$ cat config.mk
export PLATFORM = sky130hd
export DESIGN_NAME = adc_core_ready_and_trigger_select
export DESIGN_NICKNAME = d
export VERILOG_FILES = /design/src/pkg/adc_ctl_pkg.sv /design/src/hdl/adc_core_ready_and_trigger_select.sv /design/src/hdl/core_warmup_timer.sv
export SDC_FILE = /design/constraint.sdc
export NUM_CORES = 1
export LEC_CHECK = 0
export CORE_MARGIN = 1
export CORE_UTILIZATION = 60
export CTS_CLUSTER_SIZE = 12
export DETAILED_ROUTE_END_ITERATION = 8
export DONT_BUFFER_PORTS = 1
export GPL_TIMING_DRIVEN = 1
export PLACE_DENSITY = 0.73
export SLEW_MARGIN = 40
export SYNTH_ARGS = -nofsm -noshare
export SYNTH_HDL_FRONTEND = slang
export SYNTH_SLANG_ARGS = --single-unit
export TNS_END_PERCENT = 10
$ cat constraint.sdc
create_clock -name clk -period 17.5 [get_ports clk]
set_clock_uncertainty 0.1 [all_clocks]
set_input_delay 0.875 -clock clk [delete_from_list [all_inputs] [get_ports clk]]
set_output_delay 0.875 -clock clk [all_outputs]
set_load 0.005 [all_outputs]
$ cat src/pkg/adc_ctl_pkg.sv
// Constants shared by the converter core ready and trigger select logic
package adc_ctl_pkg;

   // Register port geometry
   localparam int ADDR_W = 4;
   localparam int DATA_W = 16;

   // Register offsets on the plain register port
   localparam logic [3:0] OFF_CTRL_FIVE_HIGH = 4'h0;
   localparam logic [3:0] OFF_TRIG_SEL_FIRST = 4'h1;
   localparam logic [3:0] OFF_TRIG_SEL_LAST = 4'h6;
   localparam logic [3:0] OFF_CORE_POWER = 4'h7;
   localparam logic [3:0] OFF_CORE_READY = 4'h8;
   localparam logic [3:0] OFF_INT_STATUS = 4'h9;
   localparam logic [3:0] OFF_INT_MASK = 4'hA;
   localparam logic [3:0] OFF_SW_TRIGGER = 4'hB;

   // Cores: dedicated cores 0 to 3, shared core at index 4
   localparam int NUM_CORES = 5;
   localparam int SHARED_CORE = 4;
   localparam int NUM_TRIG_REGS = 6;
   localparam int NUM_INPUTS = 12;
   localparam int SEL_W = 5;
   localparam int WARM_CNT_W = 16;

   // Field positions in the control register
   localparam int WARM_LSB = 8;
   localparam int WARM_W = 4;
   localparam int SHARED_EN_BIT = 7;
   localparam int CORE_EN_MSB = 3;

   // Field positions in a trigger select register: two inputs per register
   localparam int SEL_LO_LSB = 0;
   localparam int SEL_HI_LSB = 8;

   // Software trigger register bits
   localparam int SW_COMMON_BIT = 0;
   localparam int SW_LEVEL_BIT = 1;

   // Smallest documented warm-up code: 16 periods
   localparam logic [3:0] WARM_MIN_CODE = 4'h4;
   localparam logic [15:0] WARM_ONE = 16'h0001;

   // Values after reset
   localparam logic [15:0] CTRL_RESET = 16'h0000;
   localparam logic [15:0] TRIG_SEL_RESET = 16'h0000;
   localparam logic [4:0] CORE_VEC_RESET = 5'h00;
   localparam logic [4:0] INT_MASK_RESET = 5'h1F;
   localparam logic [1:0] SW_TRIG_RESET = 2'h0;

   // Trigger source codes
   localparam logic [4:0] TRG_NONE = 5'h00;
   localparam logic [4:0] TRG_SW_COMMON = 5'h01;
   localparam logic [4:0] TRG_SW_LEVEL = 5'h02;
   localparam logic [4:0] TRG_PWM_SPECIAL = 5'h04;
   localparam logic [4:0] TRG_PWM_PRI_FIRST = 5'h05;
   localparam logic [4:0] TRG_TMR1_PERIOD = 5'h0C;
   localparam logic [4:0] TRG_TMR2_PERIOD = 5'h0D;
   localparam logic [4:0] TRG_PWM_SEC_SPECIAL = 5'h0E;
   localparam logic [4:0] TRG_PWM_SEC_FIRST = 5'h0F;
   localparam logic [4:0] TRG_OC1 = 5'h16;
   localparam logic [4:0] TRG_OC2 = 5'h17;
   localparam logic [4:0] TRG_PWM_CL_FIRST = 5'h18;
   localparam logic [4:0] TRG_EXT_PIN = 5'h1F;
   localparam int NUM_PWM_GEN = 5;

endpackage

$ cat src/hdl/adc_core_ready_and_trigger_select.sv
// Converter core warm-up, ready interrupt and per-input trigger source selection
`timescale 1ns/1ps
module adc_core_ready_and_trigger_select
   import adc_ctl_pkg::*;
#(
   // Highest warm-up code honoured; lower it in simulation to shorten long waits
   parameter logic [3:0] WARM_CODE_CAP = 4'hF
)
(
   // Clock and reset
   input wire logic clk,
   input wire logic reset_n,
   // Register port
   input wire logic [adc_ctl_pkg::ADDR_W-1:0] reg_addr,
   input wire logic [adc_ctl_pkg::DATA_W-1:0] reg_wdata,
   input wire logic reg_wr,
   input wire logic reg_rd,
   output logic [adc_ctl_pkg::DATA_W-1:0] reg_rdata,
   // On-chip trigger producers
   input wire logic pwm_special_trig,
   input wire logic [adc_ctl_pkg::NUM_PWM_GEN-1:0] pwm_primary_trig,
   input wire logic pwm_sec_special_trig,
   input wire logic [adc_ctl_pkg::NUM_PWM_GEN-1:0] pwm_secondary_trig,
   input wire logic [adc_ctl_pkg::NUM_PWM_GEN-1:0] pwm_climit_trig,
   input wire logic timer1_period_match,
   input wire logic timer2_period_match,
   input wire logic oc1_trig,
   input wire logic oc2_trig,
   // External trigger pin
   input wire logic external_trigger_pin,
   // Results
   output logic [adc_ctl_pkg::NUM_INPUTS-1:0] input_trigger,
   output logic [adc_ctl_pkg::NUM_CORES-1:0] core_ready,
   output logic irq
);

   // Reset release through two flip-flops
   logic rst_meta_r;
   logic rst_n_r;

   always_ff @(posedge clk or negedge reset_n) begin
      if (!reset_n) begin
         rst_meta_r <= 1'b0;
         rst_n_r <= 1'b0;
      end else begin
         rst_meta_r <= 1'b1;
         rst_n_r <= rst_meta_r;
      end
   end

   // External pin synchroniser; only the second stage is read
   logic ext_meta_r;
   logic ext_sync_r;

   always_ff @(posedge clk or negedge rst_n_r) begin
      if (!rst_n_r) begin
         ext_meta_r <= 1'b0;
         ext_sync_r <= 1'b0;
      end else begin
         ext_meta_r <= external_trigger_pin;
         ext_sync_r <= ext_meta_r;
      end
   end

   // Register state
   logic [3:0] core_warmup_delay_r;
   logic [3:0] core_warmup_delay_nxt;
   logic shared_core_ready_int_en_r;
   logic shared_core_ready_int_en_nxt;
   logic [CORE_EN_MSB:0] core_ready_int_en_r;
   logic [CORE_EN_MSB:0] core_ready_int_en_nxt;
   logic [SEL_W-1:0] sel_r [NUM_INPUTS];
   logic [SEL_W-1:0] sel_nxt [NUM_INPUTS];
   logic [NUM_CORES-1:0] power_r;
   logic [NUM_CORES-1:0] power_nxt;
   logic [NUM_CORES-1:0] stat_r;
   logic [NUM_CORES-1:0] stat_nxt;
   logic [NUM_CORES-1:0] mask_r;
   logic [NUM_CORES-1:0] mask_nxt;
   logic sw_common_r;
   logic sw_common_nxt;
   logic sw_level_r;
   logic sw_level_nxt;
   logic [DATA_W-1:0] rdata_r;
   logic [DATA_W-1:0] rdata_nxt;
   logic irq_r;
   logic irq_nxt;
   logic [NUM_CORES-1:0] ready_prev_r;
   logic [NUM_INPUTS-1:0] trig_r;
   logic [NUM_INPUTS-1:0] trig_nxt;

   logic [NUM_CORES-1:0] ready_w;
   logic [NUM_CORES-1:0] ready_en;
   logic [NUM_CORES-1:0] ready_evt;
   logic [WARM_CNT_W-1:0] delay_periods;
   logic [3:0] warm_code_eff;
   logic [31:0] src_vec;

   // Warm-up length: code n means 2^n periods, one period per clk
   always_comb begin
      warm_code_eff = core_warmup_delay_r;
      if (warm_code_eff > WARM_CODE_CAP) begin
         warm_code_eff = WARM_CODE_CAP;
      end
      // Codes below 0100 are not defined; they fall back to the shortest wait
      if (warm_code_eff < WARM_MIN_CODE) begin
         warm_code_eff = WARM_MIN_CODE;
      end
      delay_periods = WARM_ONE << warm_code_eff;
   end

   genvar gc;
   generate
      for (gc = 0; gc < NUM_CORES; gc++) begin : g_core
         core_warmup_timer u_timer (
            .clk(clk),
            .rst_n(rst_n_r),
            .power_on(power_r[gc]),
            .delay_periods(delay_periods),
            .ready(ready_w[gc])
         );
      end
   endgenerate

   // Ready enables: dedicated cores in bits 3:0, shared core apart
   assign ready_en = {shared_core_ready_int_en_r, core_ready_int_en_r};
   assign ready_evt = ready_w & ~ready_prev_r & ready_en;

   // Trigger source table indexed by selector code; reserved codes stay low
   always_comb begin
      src_vec = '0;
      src_vec[TRG_NONE] = 1'b0;
      src_vec[TRG_SW_COMMON] = sw_common_r;
      src_vec[TRG_SW_LEVEL] = sw_level_r;
      src_vec[TRG_EXT_PIN] = ext_sync_r;
      src_vec[TRG_PWM_SPECIAL] = pwm_special_trig;
      src_vec[TRG_TMR1_PERIOD] = timer1_period_match;
      src_vec[TRG_TMR2_PERIOD] = timer2_period_match;
      src_vec[TRG_PWM_SEC_SPECIAL] = pwm_sec_special_trig;
      src_vec[TRG_OC1] = oc1_trig;
      src_vec[TRG_OC2] = oc2_trig;
      for (int g = 0; g < NUM_PWM_GEN; g++) begin
         src_vec[int'(TRG_PWM_PRI_FIRST) + g] = pwm_primary_trig[g];
         src_vec[int'(TRG_PWM_SEC_FIRST) + g] = pwm_secondary_trig[g];
         src_vec[int'(TRG_PWM_CL_FIRST) + g] = pwm_climit_trig[g];
      end
   end

   genvar gi;
   generate
      for (gi = 0; gi < NUM_INPUTS; gi++) begin : g_input
         always_comb begin
            trig_nxt[gi] = src_vec[sel_r[gi]];
         end
      end
   endgenerate

   // Register writes, read-clear of status, read mux
   always_comb begin
      logic [3:0] rel;
      rel = reg_addr - OFF_TRIG_SEL_FIRST;
      core_warmup_delay_nxt = core_warmup_delay_r;
      shared_core_ready_int_en_nxt = shared_core_ready_int_en_r;
      core_ready_int_en_nxt = core_ready_int_en_r;
      sel_nxt = sel_r;
      power_nxt = power_r;
      mask_nxt = mask_r;
      sw_level_nxt = sw_level_r;
      sw_common_nxt = 1'b0;
      stat_nxt = stat_r;
      rdata_nxt = rdata_r;
      if (reg_wr) begin
         if (reg_addr == OFF_CTRL_FIVE_HIGH) begin
            core_warmup_delay_nxt = reg_wdata[WARM_LSB +: WARM_W];
            shared_core_ready_int_en_nxt = reg_wdata[SHARED_EN_BIT];
            core_ready_int_en_nxt = reg_wdata[CORE_EN_MSB:0];
         end else if (reg_addr >= OFF_TRIG_SEL_FIRST && reg_addr <= OFF_TRIG_SEL_LAST) begin
            sel_nxt[2 * int'(rel)] = reg_wdata[SEL_LO_LSB +: SEL_W];
            sel_nxt[2 * int'(rel) + 1] = reg_wdata[SEL_HI_LSB +: SEL_W];
         end else if (reg_addr == OFF_CORE_POWER) begin
            power_nxt = reg_wdata[NUM_CORES-1:0];
         end else if (reg_addr == OFF_INT_MASK) begin
            mask_nxt = reg_wdata[NUM_CORES-1:0];
         end else if (reg_addr == OFF_SW_TRIGGER) begin
            sw_common_nxt = reg_wdata[SW_COMMON_BIT];
            sw_level_nxt = reg_wdata[SW_LEVEL_BIT];
         end
      end
      if (reg_rd) begin
         rdata_nxt = '0;
         if (reg_addr == OFF_CTRL_FIVE_HIGH) begin
            rdata_nxt[WARM_LSB +: WARM_W] = core_warmup_delay_r;
            rdata_nxt[SHARED_EN_BIT] = shared_core_ready_int_en_r;
            rdata_nxt[CORE_EN_MSB:0] = core_ready_int_en_r;
         end else if (reg_addr >= OFF_TRIG_SEL_FIRST && reg_addr <= OFF_TRIG_SEL_LAST) begin
            rdata_nxt[SEL_LO_LSB +: SEL_W] = sel_r[2 * int'(rel)];
            rdata_nxt[SEL_HI_LSB +: SEL_W] = sel_r[2 * int'(rel) + 1];
         end else if (reg_addr == OFF_CORE_POWER) begin
            rdata_nxt[NUM_CORES-1:0] = power_r;
         end else if (reg_addr == OFF_CORE_READY) begin
            rdata_nxt[NUM_CORES-1:0] = ready_w;
         end else if (reg_addr == OFF_INT_STATUS) begin
            rdata_nxt[NUM_CORES-1:0] = stat_r;
            stat_nxt = '0;
         end else if (reg_addr == OFF_INT_MASK) begin
            rdata_nxt[NUM_CORES-1:0] = mask_r;
         end else if (reg_addr == OFF_SW_TRIGGER) begin
            rdata_nxt[SW_LEVEL_BIT] = sw_level_r;
         end
      end
      // A ready event in the clearing cycle must survive the read
      stat_nxt = stat_nxt | ready_evt;
      irq_nxt = |(stat_r & mask_r);
   end

   always_ff @(posedge clk or negedge rst_n_r) begin
      if (!rst_n_r) begin
         core_warmup_delay_r <= CTRL_RESET[WARM_LSB +: WARM_W];
         shared_core_ready_int_en_r <= CTRL_RESET[SHARED_EN_BIT];
         core_ready_int_en_r <= CTRL_RESET[CORE_EN_MSB:0];
         for (int i = 0; i < NUM_INPUTS; i++) begin
            sel_r[i] <= TRIG_SEL_RESET[SEL_W-1:0];
         end
         power_r <= CORE_VEC_RESET;
         stat_r <= CORE_VEC_RESET;
         mask_r <= INT_MASK_RESET;
         sw_common_r <= SW_TRIG_RESET[SW_COMMON_BIT];
         sw_level_r <= SW_TRIG_RESET[SW_LEVEL_BIT];
         rdata_r <= '0;
         irq_r <= 1'b0;
         ready_prev_r <= CORE_VEC_RESET;
         trig_r <= '0;
      end else begin
         core_warmup_delay_r <= core_warmup_delay_nxt;
         shared_core_ready_int_en_r <= shared_core_ready_int_en_nxt;
         core_ready_int_en_r <= core_ready_int_en_nxt;
         sel_r <= sel_nxt;
         power_r <= power_nxt;
         stat_r <= stat_nxt;
         mask_r <= mask_nxt;
         sw_common_r <= sw_common_nxt;
         sw_level_r <= sw_level_nxt;
         rdata_r <= rdata_nxt;
         irq_r <= irq_nxt;
         ready_prev_r <= ready_w;
         trig_r <= trig_nxt;
      end
   end

   assign reg_rdata = rdata_r;
   assign irq = irq_r;
   assign input_trigger = trig_r;
   assign core_ready = ready_w;

endmodule

$ cat src/hdl/core_warmup_timer.sv
// Warm-up delay counter for one converter core
`timescale 1ns/1ps
module core_warmup_timer
   import adc_ctl_pkg::*;
(
   // Clock and reset
   input wire logic clk,
   input wire logic rst_n,
   // Control
   input wire logic power_on,
   input wire logic [adc_ctl_pkg::WARM_CNT_W-1:0] delay_periods,
   // Status
   output logic ready
);

   logic [WARM_CNT_W-1:0] cnt_r;
   logic [WARM_CNT_W-1:0] cnt_nxt;
   logic ready_r;
   logic ready_nxt;

   // Power removal drops ready on the next clock and restarts the wait
   always_comb begin
      cnt_nxt = cnt_r;
      ready_nxt = ready_r;
      if (!power_on) begin
         cnt_nxt = '0;
         ready_nxt = 1'b0;
      end else if (!ready_r) begin
         if (cnt_r == delay_periods - WARM_ONE) begin
            ready_nxt = 1'b1;
         end else begin
            cnt_nxt = cnt_r + WARM_ONE;
         end
      end
   end

   always_ff @(posedge clk or negedge rst_n) begin
      if (!rst_n) begin
         cnt_r <= '0;
         ready_r <= 1'b0;
      end else begin
         cnt_r <= cnt_nxt;
         ready_r <= ready_nxt;
      end
   end

   assign ready = ready_r;

endmodule

# Yosys cells after proc, flatten, opt, wreduce, memory -nomap -nowiden

Index checks and enable logic that the tools add are counted.

Bitwise gates (word level): 11
Order comparisons: 20
Shift-type cells: 1
Add/sub/neg operators: 8
Equal/unequal tests: 20
Reductions and logical operators: 15
Multiplexer cells: 94

Operator list:

| cell                                                               | number |
|---|---|
| two-way mux 16 bit                                                 | 15 |
| bitwise mux 60 bit                                                 | 2 |
| two-way mux 5 bit                                                  | 17 |
| adder 16 x 1 -> 16 bit, second input constant                      | 5 |
| equality test 16 bit                                               | 5 |
| < comparator 5 x 6 -> 1 bit, second input constant                 | 12 |
| greater-or-equal comparator 32 x 5 -> 1 bit, second input constant | 2 |
| < comparator 32 x 1 -> 1 bit, second input constant                | 2 |
| binary-select mux 1 bit (select 5 bit)                             | 12 |
| binary-select mux 5 bit (select 4 bit)                             | 2 |
| demux 5 bit (select 4 bit)                                         | 2 |
| two-way mux 1 bit                                                  | 39 |
| NOT 5 -> 32 bit                                                    | 1 |
| NOT 6 -> 32 bit                                                    | 1 |
| != test 2 bit, second input constant                               | 10 |
| equality test 4 bit, second input constant                         | 4 |
| two-way mux 4 bit                                                  | 4 |
| left shift 1 x 4 -> 16 bit, first input constant                   | 1 |
| subtractor 16 x 1 -> 16 bit, second input constant                 | 1 |
| AND 5 bit                                                          | 3 |
| AND reduction 2 bit                                                | 6 |
| adder 5 x 1 -> 6 bit, second input constant                        | 1 |
| AND reduction 6 bit                                                | 1 |
| NOT 5 bit                                                          | 1 |
| 15 further kinds                                                   | 20 |

Register bits after elaboration: 204
Word-level logic and storage cells: 207
Input port bits: 46
Output and inout bits: 34

# Logic depth before layout (Yosys ltp)

Gate-level depths: netlist of the first run.

Depth in word-level cells: 10
Gate-level depth with buffers: 12
Mapped depth without buffers: 9

# By module

Synthesis of the first run repeated with hierarchy kept, for this count alone.

Cells, all modules: 1668
Area, all modules: 15902.8 um^2

By module, submodules not included:

| module                                     | area each (um^2) | instances | cells an instance | seq. area each (um^2) |
|---|---|---|---|---|
| adc_core_ready_and_trigger_select          | 8194.1           | 1         | 746               | 2984.1 |
| core_warmup_timer at g_core[0].u_timer ... | 1559.0           | 4         | 189               | 425.4 |
| core_warmup_timer at g_core[4].u_timer     | 1472.7           | 1         | 166               | 425.4 |

# Least setup slack after synthesis of the first run

Ideal clock, no wire load.

Path type: in2reg
From: input port reg_addr[0] (netlist bit)
To: register rdata_r[3] (netlist: reg_rdata[3])
Buffers on the path: 2
Data arrival time: 3450 ps
Cell stages on the path: 11
Setup time: 137 ps
Required time: 17263 ps
Slack: 13813 ps
Cell sequence: clkbuf_1 -> buf_1 -> inv_1 -> ha_1 -> nand2b_1 -> nand2_1 -> mux4_2 -> a22oi_1 -> o22ai_1 -> a21oi_1 -> a21oi_1

Word-level cells in the longest chain between the ends: 7
Elaborated cells between the ends (all ways): 19
Classes of those cells: add/sub: 1; order compare: 2; eq/ne: 4; mux: 9; bitwise: 1; reduce/logical: 2

Ends and longest elaborated chain:

| element                                                                            | RTL line                                                                           | source |
|---|---|---|
| start, declared                                                                    | adc_core_ready_and_trigger_select.sv:14                                            | `input wire logic [adc_ctl_pkg::ADDR_W-1:0] reg_addr,` |
| subtractor 4 x 1 -> 4 bit / equality test 4 bit (equally long branches)            | adc_core_ready_and_trigger_select.sv:161, adc_core_ready_and_trigger_select.sv:205 |  |
| NOT 5 -> 32 bit (not written as such) / two-way mux 3 bit (equally long branches)  | adc_core_ready_and_trigger_select.sv:196, adc_core_ready_and_trigger_select.sv:205 |  |
| binary-select mux 5 bit (select 4 bit) / two-way mux 5 bit (equally long branches) | adc_core_ready_and_trigger_select.sv:196, adc_core_ready_and_trigger_select.sv:202 |  |
| two-way mux 5 bit (on tied branches)                                               | adc_core_ready_and_trigger_select.sv:196, adc_core_ready_and_trigger_select.sv:200 |  |
| two-way mux 5 bit (on tied branches)                                               | adc_core_ready_and_trigger_select.sv:196, adc_core_ready_and_trigger_select.sv:198 |  |
| two-way mux 5 bit                                                                  | adc_core_ready_and_trigger_select.sv:195                                           | `end else if (reg_addr >= OFF_TRIG_SEL_FIRST && reg_addr <= OFF_TRIG_SEL_LAST) begin` |
| two-way mux 4 bit (*)                                                              | adc_core_ready_and_trigger_select.sv:191                                           | `if (reg_addr == OFF_CTRL_FIVE_HIGH) begin` |
| end signal, assigned                                                               | adc_core_ready_and_trigger_select.sv:243                                           | `rdata_r <= rdata_nxt;` |
| end, declared                                                                      | adc_core_ready_and_trigger_select.sv:84                                            | `logic [DATA_W-1:0] rdata_r;` |

Every way passes the cells marked *; elsewhere a longest branch is shown, timed or not. The select of a mux whose other input is x is not followed.
A chain may end at the register's enable or synchronous reset.

# Worst setup path in the final report of the first run

From: register core_warmup_delay_r[1]
To: register g_core[3].u_timer.cnt_r[0]

Word-level cells in the longest chain between the ends: 9

Ends and longest elaborated chain:

| element                           | RTL line                                 | source |
|---|---|---|
| start, declared                   | adc_core_ready_and_trigger_select.sv:66  | `logic [3:0] core_warmup_delay_r;` |
| start signal, assigned            | adc_core_ready_and_trigger_select.sv:218 | `core_warmup_delay_r <= CTRL_RESET[WARM_LSB +: WARM_W];` |
| start signal, assigned            | adc_core_ready_and_trigger_select.sv:234 | `core_warmup_delay_r <= core_warmup_delay_nxt;` |
| > comparator 4 bit                | adc_core_ready_and_trigger_select.sv:102 | `if (warm_code_eff > WARM_CODE_CAP) begin` |
| two-way mux 4 bit (*)             | adc_core_ready_and_trigger_select.sv:102 |  |
| < comparator 4 x 3 -> 1 bit       | adc_core_ready_and_trigger_select.sv:106 | `if (warm_code_eff < WARM_MIN_CODE) begin` |
| two-way mux 4 bit (*)             | adc_core_ready_and_trigger_select.sv:106 |  |
| left shift 1 x 4 -> 16 bit (*)    | adc_core_ready_and_trigger_select.sv:109 | `delay_periods = WARM_ONE << warm_code_eff;` |
| subtractor 16 x 1 -> 16 bit (*)   | core_warmup_timer.sv:29                  | `if (cnt_r == delay_periods - WARM_ONE) begin` |
| equality test 16 bit (*)          | core_warmup_timer.sv:29                  |  |
| != test 2 bit (no line) (*)       | -                                        |  |
| AND reduction 2 bit (no line) (*) | -                                        |  |
| end signal, assigned              | core_warmup_timer.sv:42                  | `cnt_r <= cnt_nxt;` |
| end, declared                     | core_warmup_timer.sv:16                  | `logic [WARM_CNT_W-1:0] cnt_r;` |

Every way passes the cells marked *; elsewhere a longest branch is shown, timed or not.

==> impl_metrics.py, run 1 <==
metrics = {
    "worst_setup_path": {
        "r2r_end": "g_core[3].u_timer.cnt_r[0]$_DFFE_PN0P_",
        "rr_startpoint": "core_warmup_delay_r[1]$_DFFE_PN0P_",
        "arrival_ns": 3.75,
        "r2r_cells": 7,
        "worst-path-max-fanout": 23,
        "critical_path_class": "reg -> reg",
        "crit_start": "core_warmup_delay_r[1]$_DFFE_PN0P_",
        "worstPathRequired_ns": 17.79,
        "cp-end-kind": "flop",
        "cp-endpoint": "g_core[3].u_timer.cnt_r[0]$_DFFE_PN0P_",
        "cp-start-kind": "flop",
        "regToRegSetupSlack_ns": 14.05,
    },
    "logic_synthesis": {
        "synthArstFlopShare": 1.00,
        "postSynthAreaPerCell_sq_um": 10.2,
        "synth_cell_types": 87,
        "synth-seq-area-share": 0.377,
        "synth_edf_count": 0,
        "synthFlopType": "dfrtp_1",
        "synthCells": 1332,
        "synth-seq-cells": 204,
        "synthesis.area_sq_um": 13500,
        "yosys_warnings": 0,
    },
    "floorplan": {
        "initial_utilization": 0.617,
        "die_h_microns": 152,
        "num_io_pins": 80,
        "dieArea_sq_um": 23200,
        "core-area_sq_um": 22000,
        "rows": 54,
        "die_x_microns": 152,
    },
    "clock_tree": {
        "cts_buffers": 23,
        "cts_setup_buffers": 0,
        "cts_tree": "yes",
        "ctsHoldBuffers": 1,
        "cts.reportedPaths.clkPinSlew_ns": 0.06,
        "cts.sinks": 204,
        "cts_resized": 0,
        "cts_root_buffer": "clkbuf_16",
        "cts_max_level": 1,
        "clk_path_buf_depth": 3,
        "clk_latency_ns": 0.51,
    },
    "finish": {
        "multi_input_area_sq_um": 7820,
        "nNetsFinal": 1314,
        "final_core_util": 0.652,
        "final_common_cell": "dfrtp_1",
        "diodes": 0,
        "ff_latch_area_sq_um": 5120,
        "area_growth_pct": 5.64,
        "drive_gt1_frac": 0.194,
        "fillers": 1736,
        "mostFrequentLayoutCells": "197 x dfrtp_1, 124 x nand2_1, 103 x mux2_2",
    },
    "global_route": {
        "grt_most_used_layer": "met2",
        "antenna_found_initial": 0,
        "grt_max_degree": 82,
        "grt_pass1_wl_mm": 56.5,
        "track_usage": 0.308,
        "grt_pass1_vias": 10300,
        "grt_util_met1": 0.445,
        "gr-total-overflow": 0,
        "use_met2": 0.453,
        "gr-usage-met3": 0.0757,
    },
    "drt": {
        "drt-total-wl_mm": 35.2,
        "via_per_inst": 6.90,
        "drtIter0Drc": 1038,
        "drtAntennaViolNets": 0,
        "wl_per_cell_microns": 22.6,
        "dr.pass1.iters": 7,
        "drc": 5,
        "route.vias.total": 10700,
    },
    "run_status": {
        "violations": "DRC",
        "status": "finished with violations",
    },
    "worst_hold_path": {
        "hold_class": "reg -> async",
    },
    "timing": {
        "fin_crit_ns": 3.45,
        "setup_ws_ns": 14.05,
        "fin_crit_sh": 0.197,
        "max-slew-margin-rel": 0.439,
        "slew_violations": 0,
        "rsz0062_at_grt": "no",
        "setup_viol": 0,
        "worstMarginPinSlew_ns": 0.837,
        "hold_viol_final": 0,
        "fmax_mhz": 289,
        "tns_ns": 0,
    },
    "placement": {
        "finalWeightedCongestion": 0.899,
        "place_hpwl_mm": 23.3,
        "numPortBuffers": 0,
        "dp_slack_ns": 13.86,
    },
    "pwr": {
        "power.density_nw_per_um2": 111,
        "ir_drop_v": 0.000106,
        "p_sw_w": 0.000508,
        "p_leak_nw": 5.62,
        "swShare": 0.320,
        "pwr-share-comb": 0.238,
        "clockPowerShare": 0.314,
        "p_int_w": 0.00108,
        "seqPwrFrac": 0.448,
    },
    "run": {
        "cap_violations": 0,
    },
}
[routing by layer]
| layer | part of all wire | vias to the layer above |
|---|---|---|
| met1 | 0.43 | 5355 |
| met5 | 0 | - |
| li1 | - | 4817 |
| met3 | 0.092 | 84 |
| met2 | 0.44 | 468 |
| met4 | 0.032 | 0 |
[logic make-up (layout without fill, tap and decap cells)]
kind of cell | count (synthesis) | count (layout) | share of synthesized area
AOI/OAI and AO/OA | 310 | 310 | 0.155
buffers and inverters | 156 | 92 | 0.0502
muxes | 203 | 203 | 0.216
other | 2 | 8 | 0.000554
DFF | 204 | 204 | 0.377
xor gates and xnor gates | 51 | 51 | 0.0376
adders and majority gates | 10 | 10 | 0.00924
and+or+nand+nor | 396 | 396 | 0.154
[synth_stat cells (8+ instances only)]
cell type    n  share of area
or3_1       30          0.014
o211ai_1    13         0.0072
nor3_1       9         0.0033
xnor2_1     29          0.019
nand2b_1    21         0.0097
a21boi_1    12         0.0067
mux2i_1     39          0.029
nor2_1      50          0.014
a22oi_1     13         0.0072
inv_1       43          0.012
nand4_1     14         0.0065
clkbuf_1    74          0.021
o21ai_0     63          0.023
buf_2        9         0.0033
xor2_1      17          0.011
and2_1      14         0.0065
dfrtp_1    199           0.37
ha_1        10         0.0092
mux2_2     103          0.086
nand2_1    124          0.034
o22ai_1     22          0.010
a311oi_1     8         0.0052
and3_1      21         0.0097
mux4_2      61           0.10
buf_4       20          0.011
or4_1       15         0.0083
a21oi_1     74          0.027
nand3_1     50          0.018
o31a_1       9         0.0058
o31ai_1     22          0.012
buf_1        8         0.0022
[layout make-up]
type,instances,share of cell area
multi-input combinational,978,0.546
inverter,44,0.0115
timing repair buffer,7,0.00586
sequential,204,0.358
clock inverter,6,0.00735
clock buffer,35,0.0469
tap,280,0.0245
[worst max-delay path: stages (launching register included)]
cell and delay [ns]:
dfrtp_1 0.84, nand3_2 0.48, o21a_1 0.31, a2111oi_2 0.34, nand4_2 0.27, o21ai_1 0.68, xnor2_1 0.12, and2_1 0.18
[sequential cells by signal (all words and copies together), names as in the netlist, 11 cells and up]
register / cells
sel_r: 60
reg_rdata: 11
g_core.u_timer.cnt_r: 80
input_trigger: 12
[power by group through the flow]
| stage | sequential [W] | combinational, W | clock [W] |
|---|---|---|---|
| 2_1_floorplan | 0.000623 | 0.000379 | 0 |
| 3_3_place_gp | 0.000711 | 0.000358 | 0 |
| 3_5_place_dp | 0.000714 | 0.000370 | 0 |
| 4_1_cts | 0.000707 | 0.000374 | 0.000508 |
| 5_1_grt | 0.000727 | 0.000411 | 0.000524 |
| 6_report | 0.000711 | 0.000377 | 0.000499 |
[worst min-delay path by stage]
stage / startpoint / endpoint / cells after the start
2_1_floorplan: ext_meta_r$_DFF_PN0_ / ext_sync_r$_DFF_PN0_ / 0
3_3_place_gp: ext_meta_r$_DFF_PN0_ / ext_sync_r$_DFF_PN0_ / 0
3_5_place_dp: rst_n_r$_DFF_PN0_ / input_trigger[3]$_DFF_PN0_ / 0
4_1_cts: rst_n_r$_DFF_PN0_ / sel_r[22]$_DFFE_PN0P_ / 0
5_1_grt: rst_n_r$_DFF_PN0_ / reg_rdata[9]$_DFFE_PN0P_ / 0
6_report: rst_n_r$_DFF_PN0_ / reg_rdata[9]$_DFFE_PN0P_ / 0
[stage by stage]
stage | hold slack (ns) | std cells | power [W] | instance area, sq um
after detailed placement | 0.171 | 1511 | 0.00108 | 13500
after global placement | 0.233 | 1510 | 0.00107 | 13400
after floorplan | 0.231 | 1338 | 0.00100 | 13600
final | 0.151 | 1554 | 0.00159 | 14300
after CTS | 0.170 | 1553 | 0.00159 | 14300
after global routing | 0.192 | 1554 | 0.00166 | 14300
No activity file was read; power rests on OpenSTA's default activity.
==> run 2: changes to the inputs <==
--- a/config.mk
+++ b/config.mk
@@ -5,6 +5,7 @@
 export SDC_FILE = /design/constraint.sdc
 export NUM_CORES = 1
 export LEC_CHECK = 0
+export ABC_AREA = 1
 export CORE_MARGIN = 1
 export CORE_UTILIZATION = 60
 export CTS_CLUSTER_SIZE = 12
==> constraint.sdc (replaced) <==
create_clock -name clk -period 3.3 [get_ports clk]
set_clock_uncertainty 0.1 [all_clocks]
set_input_delay 0.165 -clock clk [delete_from_list [all_inputs] [get_ports clk]]
set_output_delay 0.165 -clock clk [all_outputs]
set_load 0.005 [all_outputs]
==> run 2 against run 1 <==
  * Maximum frequency is 13% higher
  * Sequential power increased to 5.0 times the previous value
  * Highest routed layer unchanged
  * Critical path depth up 1
  * Clock-buffer cell count is 3 lower
  * Sequential share of layout area fell by 3.1 points
  * The flow now finishes without violations
  * Flip-flop and latch count is the same
==> impl_metrics.py, run 2 <==
metrics = {
    "run_status": {
        "status": "completed",
    },
    "finish": {
        "area_growth_pct": 8.31,
        "fillers": 2113,
        "drive_gt1_frac": 0.0517,
        "nNetsFinal": 2108,
        "largest_register": "g_core.u_timer.cnt_r",
        "diodes": 0,
        "largest_register_ffs": 80,
        "final_common_cell": "nand2_1",
        "final_area_sq_um": 15700,
        "mostFrequentLayoutCells": "424 x nand2_1, 224 x nand3_1, 221 x o21ai_0",
    },
    "clock_tree": {
        "cts_setup_buffers": 0,
        "cts_buffers": 24,
        "cts_max_level": 1,
        "cts_tree": "yes",
        "cts.sinks": 204,
        "cts.reportedPaths.clkPinSlew_ns": 0.06,
        "cts_root_buffer": "clkbuf_16",
        "clk_path_buf_depth": 3,
        "clk_latency_ns": 0.54,
    },
    "logic_synthesis": {
        "synth_cell_types": 48,
        "synthArstFlopShare": 1.00,
        "synth.most_common_cell": "nand2_1",
        "postSynthAreaPerCell_sq_um": 6.92,
        "synth_edf_count": 0,
        "synthesis.area_sq_um": 14500,
        "synth_top_area_share": 0.344,
        "yosys_warnings": 0,
        "synthCells": 2091,
        "ys_top_cells_by_area": "dfrtp_1 34%, nand2_1 11%, nand3_1 7.7%, o21ai_0 7.6%, inv_1 5.3%",
        "ys_top_cells_by_count": "424 x nand2_1, 224 x nand3_1, 221 x o21ai_0",
        "synth-seq-cells": 204,
        "synth_top_cell_by_area": "dfrtp_1",
        "synthFlopType": "dfrtp_1",
        "synth-seq-area-share": 0.353,
    },
    "worst_setup_path": {
        "cp_num_buf_inv": 3,
        "path_cells": "clkinv_1 > a21oi_1 > o21ai_0 > nand3_1 > dlygate4sd3_1 > a21oi_1 > a32oi_1 > dlygate4sd3_1",
        "cp-end-kind": "flop",
        "arrival_ns": 3.43,
        "worst-path-max-fanout": 18,
        "worstPathRequired_ns": 3.68,
        "max_stage_delay_ns": 0.70,
        "cpLargestDelayFamily": "buffers and inverters",
        "cp-start-kind": "flop",
        "slowest_stage": "dfrtp_1",
        "critical_path_class": "reg -> reg",
    },
    "pwr": {
        "power.density_nw_per_um2": 546,
        "p_leak_nw": 7.35,
        "ir_drop_v": 0.000578,
    },
    "timing": {
        "setup_viol": 0,
        "fmax_mhz": 327,
        "worstMarginPinSlew_ns": 0.844,
        "hold_viol_final": 0,
        "fin_crit_sh": 0.925,
        "max-slew-margin-rel": 0.437,
        "fin_crit_ns": 3.05,
        "rsz0062_at_grt": "no",
        "slew_violations": 0,
        "tns_ns": 0,
    },
    "global_route": {
        "use_met2": 0.542,
        "gr-total-overflow": 0,
        "grt_most_used_layer": "met1",
        "antenna_found_initial": 0,
        "grt_pass1_vias": 13000,
        "track_usage": 0.394,
        "grt_pass1_wl_mm": 73.9,
        "grt_max_degree": 144,
        "gr-usage-met3": 0.0977,
        "grt_util_met1": 0.600,
    },
    "drt": {
        "dr.pass1.iters": 6,
        "drt-total-wl_mm": 48.5,
        "drtAntennaViolNets": 0,
        "wl_per_cell_microns": 20.3,
        "route.vias.total": 14800,
        "drc": 0,
        "via_per_inst": 6.21,
        "drtIter0Drc": 2384,
    },
    "placement": {
        "place_hpwl_mm": 32.4,
        "finalWeightedCongestion": 0.999,
        "placed_cell_area_sq_um": 14400,
        "numPortBuffers": 0,
    },
    "floorplan": {
        "rows": 56,
        "dieArea_sq_um": 24700,
        "num_io_pins": 80,
        "initial_utilization": 0.615,
        "die_h_microns": 157,
        "die_x_microns": 157,
        "core-area_sq_um": 23500,
    },
    "run": {
        "cap_violations": 0,
    },
    "worst_hold_path": {
        "hold_class": "in -> reg",
    },
}
[run 2: cell types whose count changed in the layout (fill, tap and decap cells not counted), moves of 80 or more]
| cell | change |
|---|---|
| nand4_1 | +80 |
| nand3_1 | +174 |
| mux2_2 | -102 |
| o21ai_0 | +158 |
| nor2_1 | +90 |
| nand2_1 | +300 |
| inv_1 | +161 |
[run 2: final cells by class]
type                    count  area (sq um)  share of cell area
well taps                 319           399              0.0255
clock buffers              32           662              0.0422
clock inverters            11          87.6             0.00559
flip-flops and latches    204          5110               0.326
multi-input cells        1534          7940               0.507
repair buffers             64           629              0.0402
inverters                 224           841              0.0536
[run 2: worst paths after layout]
kind	from	end	slack [ns]	cells past startpoint
min	oc2_trig	input_trigger[9]$_DFF_PN0_	0.02	4
min reg2reg	rst_n_r$_DFF_PN0_	sel_r[7]$_DFFE_PN0P_	0.21	1
max in group asynchronous	rst_n_r$_DFF_PN0_	sel_r[49]$_DFFE_PN0P_	2.10	2
min in group asynchronous	rst_n_r$_DFF_PN0_	sel_r[7]$_DFFE_PN0P_	0.21	1
max	sel_r[35]$_DFFE_PN0P_	input_trigger[4]$_DFF_PN0_	0.25	8
max reg2reg	sel_r[35]$_DFFE_PN0P_	input_trigger[4]$_DFF_PN0_	0.25	8
[run 2: tightest hold or removal path: stages]
cell and delay, ns:
o2111ai_1 0.17, nand3_1 0.08, a21oi_1 0.12, a31oi_1 0.07
[run 2: power breakdown]
group          switching, W  total, W  leakage (nW)  internal [W]
Sequential         0.000697   0.00358          2.69       0.00288
Combinational       0.00151   0.00239          4.29      0.000885
Clock               0.00110   0.00259         0.364       0.00148
[run 2: timing repair]
item / CTS / global route
gates resized for setup: 0 / 0
hold buffers: 45 / 0
endpoints found under the hold margin: 72 / 0
[run 2: kinds of logic (layout without fill, tap and decap cells)]
logic type	after synthesis	in the layout	synth area share
adders and majority gates	10	10	0.00865
buffers and inverters	359	331	0.100
and+or+nand+nor	989	989	0.313
xor gates and xnor gates	102	102	0.0617
DFF	204	204	0.353
other	2	8	0.000519
muxes	1	1	0.000778
AOI/OAI and AO/OA	424	424	0.162
[run 2: per-layer routing]
| metal | vias up | part of all wire |
|---|---|---|
| li1 | 6958 | - |
| met1 | 6894 | 0.43 |
| met2 | 868 | 0.40 |
| met3 | 109 | 0.14 |
| met4 | 0 | 0.029 |
| met5 | - | 0 |
[run 2: through the flow]
step	setup slack (ns)	hold WS [ns]	cells	total power [W]	utilization
4_1_cts	0.352	0.00219	2387	0.00846	0.664
5_1_grt	0.0990	0.0357	2388	0.00899	0.666
2_1_floorplan	1.12	-0.231	2097	0.00513	-
3_3_place_gp	0.698	-0.231	2299	0.00565	0.613
3_5_place_dp	0.617	-0.231	2299	0.00572	0.613
6_report	0.246	0.0173	2388	0.00856	0.666
